--- config.mk ---
export PLATFORM = sky130hd
export DESIGN_NAME = reset_and_clock_entry
export DESIGN_NICKNAME = d
export VERILOG_FILES = /design/src/rce_pkg.sv /design/src/ser_mode0.sv /design/src/reset_and_clock_entry.sv
export SDC_FILE = /design/constraint.sdc
export NUM_CORES = 1
export LEC_CHECK = 0
export BUFFER_PORTS_ARGS = -buffer_cell sky130_fd_sc_hd__buf_4
export CAP_MARGIN = 5
export CORE_UTILIZATION = 50
export CTS_CLUSTER_SIZE = 25
export DETAILED_ROUTE_END_ITERATION = 10
export HOLD_SLACK_MARGIN = 0.12
export PLACE_DENSITY = 0.75
export SYNTH_ARGS = -nofsm -noshare
export SYNTH_HDL_FRONTEND = slang
export SYNTH_SLANG_ARGS = --single-unit
--- constraint.sdc ---
create_clock -name clock -period 4.8 [get_ports clock]
set_clock_uncertainty 0.2 [all_clocks]
set_input_delay 0.24 -clock clock [delete_from_list [all_inputs] [get_ports clock]]
set_output_delay 0.24 -clock clock [all_outputs]
set_load 0.02 [all_outputs]
--- src/rce_pkg.sv ---
// constants, types and pin groups for the reset entry and clock output block
// assumes a single 40 MHz input clock shared by every module of the block
package rce_pkg;

  // input clock period, for reference when turning times into counts
  localparam int unsigned CLOCK_PERIOD_NS = 25;

  // output clock is the input clock divided by two
  localparam int unsigned CLKOUT_DIV = 2;

  // output clock periods from reset release to first bus activity
  localparam int unsigned STARTUP_CLKOUT = 7;
  localparam int unsigned STARTUP_CYCLES = STARTUP_CLKOUT * CLKOUT_DIV;
  localparam logic [4:0] STARTUP_LAST = 5'(STARTUP_CYCLES - 1);

  // least reset low time the outside source keeps, in output clock periods
  localparam int unsigned MIN_RESET_CLKOUT = 4;

  // input clock periods the output clock is held low on resync
  localparam int unsigned RESYNC_LOW_CYCLES = 2;
  localparam logic [1:0] RESYNC_HOLD_INIT = 2'(RESYNC_LOW_CYCLES - 1);

  // output clock level after reset
  localparam logic CLKOUT_RESET = 1'b0;

  // serial mode 0 shift clock phases, in processor clocks
  localparam logic [7:0] SER_LOW_LONG  = 8'h02;
  localparam logic [7:0] SER_LOW_SHORT = 8'h01;
  localparam logic [7:0] SER_HIGH_ONE  = 8'h01;
  localparam int unsigned SER_BITS     = 8;
  localparam logic [2:0] SER_LAST_BIT  = 3'(SER_BITS - 1);
  localparam logic [7:0] SER_DIV_ONE   = 8'h01;

  // bus pins that turn into pulled-up inputs during reset
  typedef struct packed {
    logic       lock;
    logic       top_address_emul_select;
    logic [2:0] upper_address_lines;
  } bus_pins_s;

  // serial mode 0 engine states, gray along idle-low-high-end
  typedef enum logic [1:0] {
    SER_IDLE = 2'b00,
    SER_LOW  = 2'b01,
    SER_HIGH = 2'b11,
    SER_END  = 2'b10
  } ser_state_e;

endpackage

--- src/ser_mode0.sv ---
// synchronous serial mode 0 engine: shift clock on txd, data on rxd
// assumes rxd arrives from a pin and is resynchronised here
`timescale 1ns/100ps
module ser_mode0 (
  input  wire logic       clock,
  input  wire logic       rstn,
  input  wire logic       abort,
  input  wire logic       start,
  input  wire logic       rx_mode,
  input  wire logic [7:0] divisor,
  input  wire logic [7:0] tx_byte,
  input  wire logic       rxd_i,
  output logic            rxd_o,
  output logic            rxd_oe,
  output logic            txd_o,
  output logic            busy,
  output logic            done,
  output logic [7:0]      rx_byte
);

  rce_pkg::ser_state_e state_r;
  logic [7:0]          cnt_r;
  logic [2:0]          bit_r;
  logic [7:0]          sh_r;
  logic                sck_r;
  logic                oe_r;
  logic                dout_r;
  logic                rx_r;
  logic                one_r;
  logic [7:0]          high_len_r;
  logic                done_r;
  logic                rxd_s1;
  logic                rxd_s2;
  logic [7:0]          div_seen_r;
  logic [7:0]          high_run_r;

  wire       div_one  = (divisor <= rce_pkg::SER_DIV_ONE);
  wire [7:0] low_init = one_r ? rce_pkg::SER_LOW_SHORT - 8'h01
                              : rce_pkg::SER_LOW_LONG - 8'h01;
  wire       cnt_zero = (cnt_r == 8'h00);
  wire       last_bit = (bit_r == rce_pkg::SER_LAST_BIT);
  // n-1 high clocks, or one when n is 0 or 1
  wire [7:0] high_want = (div_seen_r <= rce_pkg::SER_DIV_ONE) ? rce_pkg::SER_HIGH_ONE
                                                              : div_seen_r - 8'h01;

  always_ff @(posedge clock or negedge rstn) begin
    if (!rstn) begin
      rxd_s1 <= 1'b1;
      rxd_s2 <= 1'b1;
    end else begin
      rxd_s1 <= rxd_i;
      rxd_s2 <= rxd_s1;
    end
  end

  // checker helper: divisor taken at start and high samples so far
  always_ff @(posedge clock or negedge rstn) begin
    if (!rstn) begin
      div_seen_r <= 8'h00;
      high_run_r <= 8'h00;
    end else begin
      high_run_r <= sck_r ? high_run_r + 8'h01 : 8'h00;
      if (start && state_r == rce_pkg::SER_IDLE) begin
        div_seen_r <= divisor;
      end
    end
  end

  always_ff @(posedge clock or negedge rstn) begin
    if (!rstn) begin
      state_r    <= rce_pkg::SER_IDLE;
      cnt_r      <= 8'h00;
      bit_r      <= 3'h0;
      sh_r       <= 8'h00;
      sck_r      <= 1'b1;
      oe_r       <= 1'b0;
      dout_r     <= 1'b1;
      rx_r       <= 1'b0;
      one_r      <= 1'b0;
      high_len_r <= 8'h00;
      done_r     <= 1'b0;
    end else if (abort) begin
      // reset entry drops any transfer and releases the data pin
      state_r <= rce_pkg::SER_IDLE;
      sck_r   <= 1'b1;
      oe_r    <= 1'b0;
      done_r  <= 1'b0;
    end else begin
      done_r <= 1'b0;
      case (state_r)
        rce_pkg::SER_IDLE: if (start) begin
          state_r    <= rce_pkg::SER_LOW;
          sh_r       <= tx_byte;
          dout_r     <= tx_byte[0];
          rx_r       <= rx_mode;
          one_r      <= div_one;
          high_len_r <= div_one ? rce_pkg::SER_HIGH_ONE - 8'h01 : divisor - 8'h02;
          cnt_r      <= div_one ? rce_pkg::SER_LOW_SHORT - 8'h01
                                : rce_pkg::SER_LOW_LONG - 8'h01;
          bit_r      <= 3'h0;
          sck_r      <= 1'b0;
          oe_r       <= !rx_mode;
        end
        rce_pkg::SER_LOW: if (!cnt_zero) begin
          cnt_r <= cnt_r - 8'h01;
        end else begin
          sck_r <= 1'b1;
          if (rx_r) begin
            sh_r <= {rxd_s2, sh_r[7:1]};
          end
          state_r <= last_bit ? rce_pkg::SER_END : rce_pkg::SER_HIGH;
          cnt_r   <= high_len_r;
        end
        rce_pkg::SER_HIGH: if (!cnt_zero) begin
          cnt_r <= cnt_r - 8'h01;
        end else begin
          state_r <= rce_pkg::SER_LOW;
          sck_r   <= 1'b0;
          cnt_r   <= low_init;
          bit_r   <= bit_r + 3'h1;
          if (!rx_r) begin
            sh_r   <= {1'b0, sh_r[7:1]};
            dout_r <= sh_r[1];
          end
        end
        rce_pkg::SER_END: begin
          oe_r    <= 1'b0;
          done_r  <= 1'b1;
          state_r <= rce_pkg::SER_IDLE;
        end
        default: state_r <= rce_pkg::SER_IDLE;
      endcase
    end
  end

  assign txd_o   = sck_r;
  assign rxd_o   = dout_r;
  assign rxd_oe  = oe_r;
  assign busy    = (state_r != rce_pkg::SER_IDLE);
  assign done    = done_r;
  assign rx_byte = sh_r;
endmodule

--- src/reset_and_clock_entry.sv ---
// reset entry, output clock divider and start-up delay of the processor
// assumes reset_in_n and the top address bus pin come from outside and are resynchronised
`timescale 1ns/100ps
module reset_and_clock_entry (
  input  wire logic               clock,
  input  wire logic               rstn,
  input  wire logic               reset_in_n,
  input  wire logic               bus_busy,
  input  wire rce_pkg::bus_pins_s core_bus_o,
  input  wire rce_pkg::bus_pins_s core_bus_oe,
  input  wire rce_pkg::bus_pins_s bus_pin_i,
  output rce_pkg::bus_pins_s      bus_pin_o,
  output rce_pkg::bus_pins_s      bus_pin_oe,
  output logic                    clkout,
  output logic                    in_reset,
  output logic                    bus_abort,
  output logic                    bus_start,
  output logic                    bus_enable,
  output logic                    emul_float,
  input  wire logic               ser_start,
  input  wire logic               ser_rx_mode,
  input  wire logic [7:0]         ser_divisor,
  input  wire logic [7:0]         ser_tx_byte,
  input  wire logic               rxd_i,
  output logic                    rxd_o,
  output logic                    rxd_oe,
  output logic                    txd_o,
  output logic                    ser_busy,
  output logic                    ser_done,
  output logic [7:0]              ser_rx_byte
);

  logic       rin_s1;
  logic       rin_s2;
  logic       rin_d_r;
  logic       top_s1;
  logic       top_s2;
  logic       clk_out_r;
  logic [1:0] hold_cnt_r;
  logic       waiting_r;
  logic [4:0] wait_cnt_r;
  logic       bus_enable_r;
  logic       emul_float_r;

  // reset pin and emulation select pin, two flops each
  always_ff @(posedge clock or negedge rstn) begin
    if (!rstn) begin
      rin_s1 <= 1'b0;
      rin_s2 <= 1'b0;
      top_s1 <= 1'b1;
      top_s2 <= 1'b1;
    end else begin
      rin_s1 <= reset_in_n;
      rin_s2 <= rin_s1;
      top_s1 <= bus_pin_i.top_address_emul_select;
      top_s2 <= top_s1;
    end
  end

  always_ff @(posedge clock or negedge rstn) begin
    if (!rstn) begin
      rin_d_r <= 1'b0;
    end else begin
      rin_d_r <= rin_s2;
    end
  end

  wire reset_act   = !rin_s2;
  wire release_evt = rin_s2 && !rin_d_r;
  wire assert_evt  = !rin_s2 && rin_d_r;
  wire hold_active = (hold_cnt_r != 2'h0);
  wire start_now   = waiting_r && (wait_cnt_r == rce_pkg::STARTUP_LAST);

  // divide by two; resync low on release while high
  always_ff @(posedge clock or negedge rstn) begin
    if (!rstn) begin
      clk_out_r  <= rce_pkg::CLKOUT_RESET;
      hold_cnt_r <= 2'h0;
    end else if (release_evt && clk_out_r) begin
      clk_out_r  <= 1'b0;
      hold_cnt_r <= rce_pkg::RESYNC_HOLD_INIT;
    end else if (hold_active) begin
      hold_cnt_r <= hold_cnt_r - 2'h1;
    end else begin
      clk_out_r <= !clk_out_r;
    end
  end

  always_ff @(posedge clock or negedge rstn) begin
    if (!rstn) begin
      waiting_r    <= 1'b0;
      wait_cnt_r   <= 5'h00;
      bus_enable_r <= 1'b0;
    end else if (reset_act) begin
      waiting_r    <= 1'b0;
      wait_cnt_r   <= 5'h00;
      bus_enable_r <= 1'b0;
    end else if (release_evt) begin
      waiting_r  <= 1'b1;
      wait_cnt_r <= 5'h00;
    end else if (start_now) begin
      waiting_r    <= 1'b0;
      bus_enable_r <= 1'b1;
    end else if (waiting_r) begin
      wait_cnt_r <= wait_cnt_r + 5'h01;
    end
  end

  // only the top address pin decides float mode; caught while reset holds
  always_ff @(posedge clock or negedge rstn) begin
    if (!rstn) begin
      emul_float_r <= 1'b0;
    end else if (reset_act) begin
      emul_float_r <= !top_s2;
    end
  end

  // drop the cycle under way the moment reset is seen
  assign bus_abort = assert_evt && bus_busy;

  // pins turn to inputs while reset holds or in float mode
  wire pins_off = reset_act || emul_float_r;
  assign bus_pin_o  = core_bus_o;
  assign bus_pin_oe = pins_off ? '0 : core_bus_oe;

  assign clkout     = clk_out_r;
  assign in_reset   = reset_act;
  assign bus_start  = start_now;
  assign bus_enable = bus_enable_r;
  assign emul_float = emul_float_r;

  // serial engine stops in reset and waits for bus start-up
  wire ser_go = ser_start && bus_enable_r;

  ser_mode0 u_ser (
    .clock   (clock),
    .rstn    (rstn),
    .abort   (reset_act),
    .start   (ser_go),
    .rx_mode (ser_rx_mode),
    .divisor (ser_divisor),
    .tx_byte (ser_tx_byte),
    .rxd_i   (rxd_i),
    .rxd_o   (rxd_o),
    .rxd_oe  (rxd_oe),
    .txd_o   (txd_o),
    .busy    (ser_busy),
    .done    (ser_done),
    .rx_byte (ser_rx_byte)
  );
endmodule

# Yosys cells after proc, flatten, opt, wreduce, memory -nomap -nowiden
# Cells that the tools add are included.
# W data, S select, Z words.
[totals]
mem_bits_rw = 0
wordCells = 131
n_memories = 0
latchBits = 0
ff_bits = 53
romBits = 0
[op_classes]
shifts = 0
n_eq_ne = 21
n_reduce_logical = 29
mul = 0
muxes = 51
div_mod_pow = 0
bitwise_logic = 0
magnitude_cmp = 1
n_addsub = 5
[ops]
columns = ["operator", "n"]
rows = [
  ["$mux W8", 9],
  ["$pmux W8 S3", 2],
  ["$mux W5", 5],
  ["$mux W1", 22],
  ["$mux W2", 6],
  ["$ne A3 B2 Y1 const B", 4],
  ["$reduce_and A3 Y1", 3],
  ["$le A8 B1 Y1 const B", 1],
  ["$logic_not A8 Y1", 1],
  ["$ne A2 B1 Y1 const B", 4],
  ["$ne A2 B2 Y1 const B", 4],
  ["$pmux W2 S4", 1],
  ["$reduce_and A4 Y1", 2],
  ["$reduce_bool A2 Y1", 4],
  ["$sub A8 B1 Y8 const B", 1],
  ["$sub A8 B2 Y8 const B", 1],
  ["$reduce_and A7 Y1", 1],
  ["$logic_and A1 B1 Y1", 6],
  ["$mux W3", 2],
  ["$ne A3 B1 Y1 const B", 2],
  ["$pmux W3 S2", 1],
  ["$reduce_and A2 Y1", 3],
  ["$add A5 B1 Y5 const B", 1],
  ["$eq A5 B4 Y1 const B", 1],
  ["14 further kinds", 20],
]

# Logic depth before layout (Yosys ltp)
# Gate-level depths: netlist of run 1.
[logic_depth]
ltp_word = 5
mapped_depth = 8
depth_no_buf = 6

# Modules after synthesis
# From an unflattened synthesis of run 1, not the netlist that was laid out.
[unflattened]
cells_unflattened = 270
area_unflattened_um2 = 2771.4
[by_module_without_submodules]
columns = ["mod", "instances", "cells_each", "area_per_inst_um2", "seq_area_each_um2"]
rows = [
  ["ser_mode0", 1, 196, 2020.7, 930.9],
  ["reset_and_clock_entry", 1, 74, 750.7, 402.9],
]

# Worst setup path after synthesis of run 1
# No wires, ideal clock.
[synth_timing]
kind = "flip-flop to flip-flop"
start = "reg u_ser.state_r[0]"
end = "reg u_ser.sh_r[0] (netlist: u_ser.rx_byte[0])"
slack_ps = 2221
period_less_slack_ps = 2579
path_stages_with_launch = 9
required_time_ps = 4475
t_arrival_ps = 2254
cell_sequence = "dfrtp_1 clkbuf_1 inv_1 ha_1 a21boi_2 or3_1 buf_2 nor2_4 mux2_2"
[synth_via]
elab_chain_len = 3
[synth_lines]
columns = ["element", "line_no", "rtl"]
rows = [
  ["start: declaration", "ser_mode0.sv:21", "rce_pkg::ser_state_e state_r;"],
  ["start signal: assignment", "ser_mode0.sv:71", "state_r <= rce_pkg::SER_IDLE;"],
  ["start signal: assignment", "ser_mode0.sv:84", "state_r <= rce_pkg::SER_IDLE;"],
  ["start signal: assignment", "ser_mode0.sv:92", "state_r <= rce_pkg::SER_LOW;"],
  ["$eq A2 B1 Y1 (tied with other cells)", "ser_mode0.sv:90", "case (state_r)"],
  ["$ne A2 B1 Y1 (no line) (tied with other cells)", "--", ""],
  ["$reduce_and A7 Y1 (no line)", "--", ""],
  ["end signal: assignment", "ser_mode0.sv:93", "sh_r <= tx_byte;"],
  ["end signal: assignment", "ser_mode0.sv:109", "sh_r <= {rxd_s2, sh_r[7:1]};"],
  ["end signal: assignment", "ser_mode0.sv:122", "sh_r <= {1'b0, sh_r[7:1]};"],
  ["end: declaration", "ser_mode0.sv:24", "logic [7:0] sh_r;"],
]
# Parallel ways exist; a longest one is shown, timed or not.
# A chain may end at the register's enable or synchronous reset.

# Final worst setup path of run 1
[layout_timing]
start = "reg u_ser.state_r[0]"
end = "reg u_ser.cnt_r[4]"
[layout_via]
elab_chain_len = 3
[layout_lines]
columns = ["element", "line_no", "rtl"]
rows = [
  ["$eq A2 B1 Y1 (tied with other cells)", "ser_mode0.sv:90", ""],
  ["$reduce_bool A3 Y1 (no line) or $ne A2 B2 Y1 (tied branches)", "--", ""],
  ["$reduce_and A3 Y1 (no line)", "--", ""],
  ["end signal: assignment", "ser_mode0.sv:98", "cnt_r <= div_one ? rce_pkg::SER_LOW_SHORT - 8'h01"],
  ["end signal: assignment", "ser_mode0.sv:105", "cnt_r <= cnt_r - 8'h01;"],
  ["end signal: assignment", "ser_mode0.sv:112", "cnt_r <= high_len_r;"],
  ["end: declaration", "ser_mode0.sv:22", "logic [7:0] cnt_r;"],
]
# Parallel ways exist; a longest one is shown, timed or not.

==> results_dict.tcl, run 1 <==
set metrics [dict create \
    grt_overflow 0 \
    critical_path_class "flip-flop to flip-flop" \
    synth_area_leaders "dfrtp_1, mux2_2, dfstp_2" \
    yosysWarnings 0 \
    syn-num-nets 320 \
    required_ns 4.80 \
    routedWlPerCell_um 14.9 \
    grt_use_met2_pct 36.9 \
    fp.coreArea_um2 5270 \
    wirelength_um 6090 \
    die_y_um 77.1 \
    synth_cells 271 \
    use_met1_pct 28.5 \
    synth-seq-area-share_pct 47.3 \
    timing.fmax_mhz 355 \
    arrival_ns 2.82 \
    grt_pass1_wl_um 10400 \
    ir_drop_mv 0.180 \
    grtUsageMet3_pct 5.00 \
    ant_nets 0 \
    worstMarginPinSlew_ns 0.663 \
    crit_path_start_kind "flip-flop" \
    drc 0 \
    power_uw 983 \
    track_usage_pct 21.9 \
    yosysTopAreaCell "dfrtp_1" \
    ys_types 48 \
    max_cap_violations 0 \
    die_area_um2 5940 \
    cts-root-buf "clkbuf_8" \
    antenna_found_initial 0 \
    rsz0062_at_grt "false" \
    fin_nets 387 \
    start_util_pct 53.5 \
    insertion_delay_ns 0.31 \
    cts_buffers 5 \
    layout-drive-gt1-share_pct 27.4 \
    tritoncts "done" \
    boundaryPins 67 \
    period_needed_ns 2.82 \
    max_slew_margin_pct 55.5 \
    place_congestion 0.892 \
    diodes 0 \
    via_count 2270 \
    clock_path_buffers 2 \
    grt_max_degree 54 \
    synth_top_area_share_pct 41.7 \
    clk_pin_slew_ns 0.10 \
    dr.pass1.iters 5 \
    cp_max_fo 13 \
    cp-end-kind "flip-flop" \
    grt_pass1_vias 2220 \
    synth_edf_count 0 \
    yosysMostFrequentCell "dfrtp_1" \
    async_flop_share_pct 100 \
    postCtsSetupBuffers 0 \
    outcome "finished, final reports clean" \
    synth_area_um2 2820 \
    hp-class "input port to flip-flop" \
    drt_iter0_markers 109 \
    hpwl_um 4190 \
    portBuffers 52 \
    finalMaxSlewViolations 0 \
    setup_viol 0 \
    top_usage_layer "met2" \
    hold_buffers 21 \
    hold_violations 0 \
    fp.dieW_um 77.1 \
    tns_ns 0 \
    rows 26 \
    fin_crit_sh_pct 58.7 \
    p_leak_nw 1.62 \
    syn_to_final_growth_pct 26.7 \
    cts.sinks 53 \
    cts.repair.resized 0 \
    power_density_nw_per_um2 275 \
    synthFlopType "dfrtp_1" \
    h-tree-depth 2 \
    synth_common_cells "dfrtp_1, nand2_1, a21oi_1" \
    ys_ff_latch 53 \
    via_per_inst 5.55 \
    syn_avg_cell_area_um2 10.4 \
]
==> worst max-delay path, cell delays in order, from the launching register on <==
cell	delay [ns]
dfrtp_1	0.65
inv_1	0.13
ha_1	0.27
a21boi_2	0.23
nor3_1	0.47
o21ai_0	0.37
o41ai_1	0.39
==> kinds of logic after synthesis <==
family	after synthesis	share of synthesized area, %
xor+xnor	8	2.49
mux	21	8.21
buf+inv	29	4.71
fa+ha+maj	11	4.88
compound gates	70	16.7
simple gates	79	15.7
flops	53	47.3
==> worst paths after layout <==
kind,to,slack (ns),cells past startpoint,start
setup reg to reg,u_ser.cnt_r[4],1.98,6,u_ser.state_r[0]
setup / recovery,u_ser.cnt_r[4],1.98,6,u_ser.state_r[0]
hold reg to reg,u_ser.rxd_s2,0.16,0,u_ser.rxd_s1
max in group asynchronous,bus_enable,3.67,2,rstn
min in group asynchronous,u_ser.cnt_r[3],0.29,2,rstn
hold / removal,u_ser.one_r,0.14,3,ser_divisor[6]
==> flip-flops by register name, indices dropped and copies added (netlist names), 2 cells and up <==
| register | count |
|---|---|
| u_ser.bit_r | 3 |
| u_ser.high_len_r | 8 |
| u_ser.state_r | 2 |
| u_ser.cnt_r | 8 |
| hold_cnt_r | 2 |
| u_ser.rx_byte | 8 |
| wait_cnt_r | 5 |
==> stage by stage <==
step / hold WS (ns) / setup slack [ns] / utilization [%] / std cells / cell area, um^2
floorplan: -0.256 / 2.22 / - / 271 / 2820
global placement: 0.110 / 2.08 / 61.2 / 380 / 3220
detailed placement: 0.109 / 2.04 / 61.2 / 380 / 3220
CTS: 0.130 / 2.02 / 67.8 / 409 / 3570
global route: 0.148 / 1.83 / 67.8 / 409 / 3570
finish: 0.143 / 1.98 / 67.8 / 409 / 3570
==> area by class of cell <==
type | instances | area, um^2
Inverter | 16 | 60.1
Fill cell | 411 | 1700
Multi-Input combinational cell | 189 | 1350
Tap cell | 70 | 87.6
Sequential cell | 53 | 1330
Clock inverter | 3 | 68.8
Timing Repair Buffer | 73 | 601
Clock buffer | 5 | 68.8
==> metal layers <==
metal / routed length (um) / share of wire, %
met1: 2770 / 45
met2: 2940 / 48
met3: 312 / 5.1
met4: 65 / 1.1
met5: 0 / 0
==> layout by cell type (no fill, tap or decap), types with 2 or more instances in the layout <==
cell type	instances
dfrtp_1	47
inv_1	16
o21ai_0	16
or3_1	3
or4_1	3
xnor2_1	2
a22o_1	8
bufinv_16	2
dlygate4sd3_1	21
buf_4	52
dfstp_2	6
nand4_1	2
xor2_1	6
o211ai_1	3
mux2_2	17
nor4_1	2
nor3_1	7
and2_1	7
o31ai_1	4
o41ai_1	2
o22ai_1	2
nor4_4	2
a21oi_1	19
mux2i_1	4
ha_1	11
and3_1	2
nor2_1	18
nand3_1	6
a31oi_1	5
nand2_1	20
clkbuf_8	5
==> where the power goes <==
group          switching, mW  internal (mW)  total [mW]  leakage, nW
Combinational         0.0700         0.0706       0.141        0.876
Clock                  0.147          0.210       0.357       0.0687
Sequential            0.0165          0.469       0.486        0.675
Note: power is estimated with default switching activity, not from simulation.
==> run 2: changes to the inputs <==
- ABC_AREA: default -> 1
- CORE_UTILIZATION: 50 -> 49
- PLACE_DENSITY: 0.75 -> 0.77
- clock period: 4.8 -> 2.31 ns (I/O delays scaled with it)
==> run 2 against run 1 <==
Sequential cell count is the same. Synthesized cell count grew 30%. Total power grew to 3.8 times the previous value. Wire length grew 2.7%. Sequential share of layout area shrank 1.6 points. Hold slack gained 0.015 ns. Critical path depth grew 4. Design area grew 4.4%. Critical endpoint is now u_ser.high_len_r[7].
==> results_dict.tcl, run 2 <==
set metrics [dict create \
    outcome "finished, final reports clean" \
    crit_chain "dlygate4sd3_1, buf_4, inv_1, ha_1, nand2_1, nor2_1, nand2_1, xor2_1, dlygate4sd3_1, o21ai_0" \
    required_ns 2.33 \
    grt_overflow 0 \
    ir_drop_mv 0.685 \
    crit_path_start_kind "input port" \
    fin_crit_sh_pct 94.3 \
    fin_nets 482 \
    worstMarginPinSlew_ns 0.667 \
    ys_types 33 \
    portBuffers 52 \
    dp.cells 468 \
    via_count 2533 \
    via_per_inst 5.01 \
    max_cap_violations 0 \
    synthFlopType "dfrtp_1" \
    finalMaxSlewViolations 0 \
    hpwl_um 4330 \
    diodes 0 \
    layout_common_cells "nand2_1, buf_4, inv_1, dfrtp_1" \
    dr_wl_met3_um 293 \
    synth_cells 351 \
    hp-class "flip-flop to flip-flop" \
    async_flop_share_pct 100 \
    synth_top_area_share_pct 40.7 \
    grt_pass1_wl_um 10700 \
    wl_met1_um 2890 \
    insertion_delay_ns 0.30 \
    syn-num-nets 400 \
    syn_to_final_growth_pct 28.8 \
    critical_path_class "input port to flip-flop" \
    place_congestion 0.852 \
    synth_common_cells "nand2_1, inv_1, dfrtp_1" \
    tritoncts "done" \
    fp.dieW_um 78.8 \
    wl_met2_um 2980 \
    cp_slowest_stage_delay_ns 0.55 \
    layout_commonest_cell "nand2_1" \
    yosysMostFrequentCell "nand2_1" \
    arrival_ns 2.20 \
    ant_nets 0 \
    hold_buffers 30 \
    yosysTopAreaCell "dfrtp_1" \
    synth_area_leaders "dfrtp_1, nand2_1, inv_1" \
    synth_area_um2 2890 \
    start_util_pct 51.6 \
    clock_path_buffers 2 \
    tns_ns 0 \
    postCtsSetupBuffers 0 \
    cts_buffers 5 \
    dr.pass1.iters 4 \
    fp.coreArea_um2 5610 \
    grt_max_degree 54 \
    layout-drive-gt1-share_pct 22.6 \
    cts.sinks 53 \
    routedWlPerCell_um 12.4 \
    power_density_nw_per_um2 1000 \
    period_needed_ns 2.18 \
    ys_ff_latch 53 \
    crit_slowest_cell "dlygate4sd3_1" \
    boundaryPins 67 \
    drc 0 \
    hold_violations 0 \
    rows 27 \
    critical_path.top_delay_family "buffers and inverters" \
    syn_avg_cell_area_um2 8.24 \
    num-fill-cells 464 \
    setup_viol 0 \
    yosysWarnings 0 \
    rsz0062_at_grt "false" \
    h-tree-depth 2 \
    timing.fmax_mhz 459 \
    drt_iter0_markers 203 \
    antenna_found_initial 0 \
    cts-root-buf "clkbuf_8" \
    cp-end-kind "flip-flop" \
    cp_max_fo 3 \
    wirelength_um 6260 \
    synth-seq-area-share_pct 46.1 \
    die_y_um 78.8 \
    p_leak_nw 1.96 \
    grt_pass1_vias 2443 \
    clk_pin_slew_ns 0.09 \
    synth_edf_count 0 \
    max_slew_margin_pct 55.5 \
    highest_layer "met4" \
    critPathBufInv 4 \
    cts.repair.resized 0 \
    final_cell_count_no_fill 506 \
    track_usage_pct 22.1 \
    die_area_um2 6210 \
]
run 2: changes by cell type after synthesis, moves of 6 or more:
cell	change
o21ai_2	+8
nor2_1	+12
nand2_1	+69
nand3_1	+16
mux2_2	-17
nor3_1	-6
inv_1	+34
a21oi_1	-13
and2_1	-7
a22o_1	-7
o21ai_0	+9
run 2: final timing paths:
path                                  startpoint                   to  slack [ns]  depth (start not counted)
max in group asynchronous                   rstn     u_ser.rx_byte[2]        1.28                          2
worst max-delay path              ser_divisor[1]  u_ser.high_len_r[7]        0.13                         10
min in group asynchronous                   rstn       u_ser.cnt_r[3]        0.19                          2
worst max register to register  u_ser.state_r[0]  u_ser.high_len_r[5]        0.28                          7
worst min-delay path                      rin_s1               rin_s2        0.16                          0
worst min register to register            rin_s1               rin_s2        0.16                          0
run 2: kinds of logic (layout without fill, tap and decap cells):
logic type / after synthesis / in the layout / synth area share [%]
compound gates: 50 / 50 / 10.9
flops: 53 / 53 / 46.1
mux: 6 / 6 / 2.08
xor+xnor: 6 / 6 / 1.82
buf+inv: 63 / 146 / 9.17
fa+ha+maj: 11 / 11 / 4.76
simple gates: 162 / 162 / 25.2
run 2: worst reg2reg max path, delay by kind of cell, from the launching register on:
family                     cells  cell delay (ns)
adders and majority gates      1             0.31
DFF                            1             0.38
AOI/OAI and AO/OA              1             0.09
buffers and inverters          2             0.35
and+or+nand+nor                3             0.56
run 2: layout make-up:
| type | count | area (um^2) | area share [%] |
|---|---|---|---|
| clock inverters | 1 | 5.00 | 0.134 |
| repair buffers | 84 | 706 | 18.9 |
| well taps | 72 | 90.1 | 2.42 |
| clock buffers | 7 | 96.3 | 2.58 |
| multi-input cells | 235 | 1290 | 34.7 |
| flip-flops and latches | 53 | 1330 | 35.8 |
| inverters | 54 | 203 | 5.44 |
run 2: where the power goes:
| part | switching (mW) | internal [mW] | leakage (nW) |
|---|---|---|---|
| sequential | 0.155 | 1.14 | 0.663 |
| combinational | 1.17 | 0.708 | 1.24 |
| clock | 0.292 | 0.271 | 0.0542 |
run 2: metrics by stage:
stage | power (mW) | hold WS [ns] | setup slack [ns] | cell area, um^2 | util [%]
after floorplan | 2.64 | -0.380 | 0.271 | 2890 | -
after global placement | 3.08 | -0.00525 | 0.360 | 3330 | 59.3
after detailed placement | 3.13 | -0.00266 | 0.325 | 3330 | 59.3
after CTS | 3.75 | 0.161 | 0.128 | 3730 | 66.5
after global routing | 4.05 | 0.167 | 0.0187 | 3730 | 66.5
final | 3.74 | 0.158 | 0.131 | 3730 | 66.5
run 2: layer usage:
metal | vias up | track usage (%)
met4 | 0 | 7.09
met5 | - | 0
li1 | 1267 | -
met2 | 77 | 37.2
met3 | 10 | 4.37
met1 | 1179 | 28.5
==> run 3: changes to the inputs <==
- CAP_MARGIN: 5 -> 40
- CELL_PAD_IN_SITES_DETAIL_PLACEMENT: default -> 1
- CELL_PAD_IN_SITES_GLOBAL_PLACEMENT: default -> 2
- CORE_UTILIZATION: 49 -> 28
- PLACE_DENSITY: 0.77 -> default
- PLACE_DENSITY_LB_ADDON: default -> 0.1
==> run 3 against run 2 <==
Hold slack better by 0.0015 ns. Sequential share of layout area down 0.71 points. Die area up 73%. Global-route usage down 7.4 points. Critical path type unchanged. Critical endpoint unchanged.
==> results_dict.tcl, run 3 (synthesis results as in run 2) <==
set metrics [dict create \
    max_slew_margin_pct 52.4 \
    worstMarginPinSlew_ns 0.714 \
    via_count 2533 \
    boundaryPins 67 \
    rsz0062_at_grt "false" \
    start_util_pct 29.2 \
    antenna_found_initial 0 \
    fin_crit_sh_pct 91.7 \
    layout_commonest_cell "nand2_1" \
    arrival_ns 2.15 \
    clock_path_buffers 2 \
    cts-root-buf "clkbuf_8" \
    finalMaxSlewViolations 0 \
    syn_to_final_growth_pct 31.4 \
    die_y_um 104 \
    setup_viol 0 \
    hp-class "flip-flop to flip-flop" \
    tns_ns 0 \
    h-tree-depth 2 \
    cp-end-kind "flip-flop" \
    ir_drop_mv 0.518 \
    finalInstanceArea_um2 3800 \
    final_cell_count_no_fill 568 \
    outcome "finished, final reports clean" \
    grt_pass1_wl_um 12900 \
    cts_buffers 5 \
    dp.cells 531 \
    cp_max_fo 3 \
    power_density_nw_per_um2 990 \
    grt_pass1_vias 2665 \
    dr_wl_met3_um 175 \
    drt_iter0_markers 57 \
    track_usage_pct 14.7 \
    layout-drive-gt1-share_pct 23.0 \
    die_area_um2 10700 \
    via_per_inst 4.46 \
    routedWlPerCell_um 13.0 \
    place_congestion 0.736 \
    num-fill-cells 1199 \
    portBuffers 52 \
    hold_violations 0 \
    rows 36 \
    grt_max_degree 54 \
    wl_met2_um 3640 \
    drc 0 \
    period_needed_ns 2.12 \
    fp.dieW_um 104 \
    ant_nets 0 \
    fp.coreArea_um2 9910 \
    highest_layer "met4" \
    wl_met1_um 3510 \
    place_area_um2 3420 \
    wirelength_um 7390 \
    layout_common_cells "nand2_1, buf_4, inv_1, dfrtp_1, nor2_1" \
    critical_path_class "input port to flip-flop" \
    clk_pin_slew_ns 0.11 \
    insertion_delay_ns 0.31 \
    fin_nets 483 \
    crit_path_start_kind "input port" \
    dr.pass1.iters 4 \
    tritoncts "done" \
    cts.sinks 53 \
    p_leak_nw 1.95 \
    max_cap_violations 0 \
    hpwl_um 5510 \
    cts.repair.resized 0 \
    timing.fmax_mhz 472 \
    diodes 0 \
    required_ns 2.35 \
    grt_overflow 0 \
]
run 3: changes by cell type in the layout (fill, tap and decap cells not counted):
cell / delta
buf_4: +2
clkbuf_8: -2
clkinv_2: -1
clkinvlp_4: +2
dlygate4sd3_1: -1
inv_8: +1
run 3: worst max-delay path, stage by stage:
cell and delay, ns:
dlygate4sd3_1 0.53, buf_4 0.14, inv_1 0.09, ha_1 0.19
nand2_1 0.06, nor2_1 0.14, nand2_1 0.08, xor2_1 0.14
dlygate4sd3_1 0.54, o21ai_0 0.13
run 3: worst paths after layout:
path | startpoint | end | slack, ns | depth (start not counted)
setup / recovery | ser_divisor[1] | u_ser.high_len_r[7] | 0.19 | 10
hold / removal | rin_s1 | rin_s2 | 0.16 | 0
setup reg to reg | u_ser.state_r[0] | u_ser.rx_byte[2] | 0.21 | 10
hold reg to reg | rin_s1 | rin_s2 | 0.16 | 0
max in group asynchronous | rstn | u_ser.high_len_r[5] | 1.24 | 2
min in group asynchronous | rstn | bus_enable | 0.19 | 2
run 3: per-layer routing:
metal | vias to the layer above | track usage (%)
met4 | 0 | 3.11
li1 | 1261 | -
met1 | 1225 | 18.9
met2 | 41 | 25.9
met3 | 6 | 2.01
met5 | - | 0
run 3: per-stage QoR:
stage | hold slack, ns | utilization [%] | worst slack, ns | total power [mW]
global placement | 0.0241 | 34.5 | 0.287 | 3.19
detailed placement | 0.0226 | 34.5 | 0.192 | 3.21
finish | 0.160 | 38.4 | 0.192 | 3.76
CTS | 0.164 | 38.4 | 0.180 | 3.85
global route | 0.164 | 38.4 | 0.00637 | 4.12
floorplan | -0.380 | - | 0.271 | 2.64
run 3: timing repair:
item | 4_1_cts | 5_1_grt
hold endpoints to repair | 82 | 0
hold buffers | 29 | 0
setup buffers | 0 | 0
run 3: area by class of cell:
type	instances	area, um^2	area share (%)
well taps	133	166	4.38
clock inverters	3	26.3	0.691
clock buffers	5	68.8	1.81
repair buffers	85	711	18.7
flip-flops and latches	53	1330	35.1
inverters	54	203	5.33
multi-input cells	235	1290	34.0
run 3: report_power, final:
part | total, mW | internal (mW) | switching, mW
combinational | 1.90 | 0.709 | 1.19
clock | 0.564 | 0.221 | 0.343
sequential | 1.30 | 1.14 | 0.161
total | 3.76 | 2.07 | 1.69
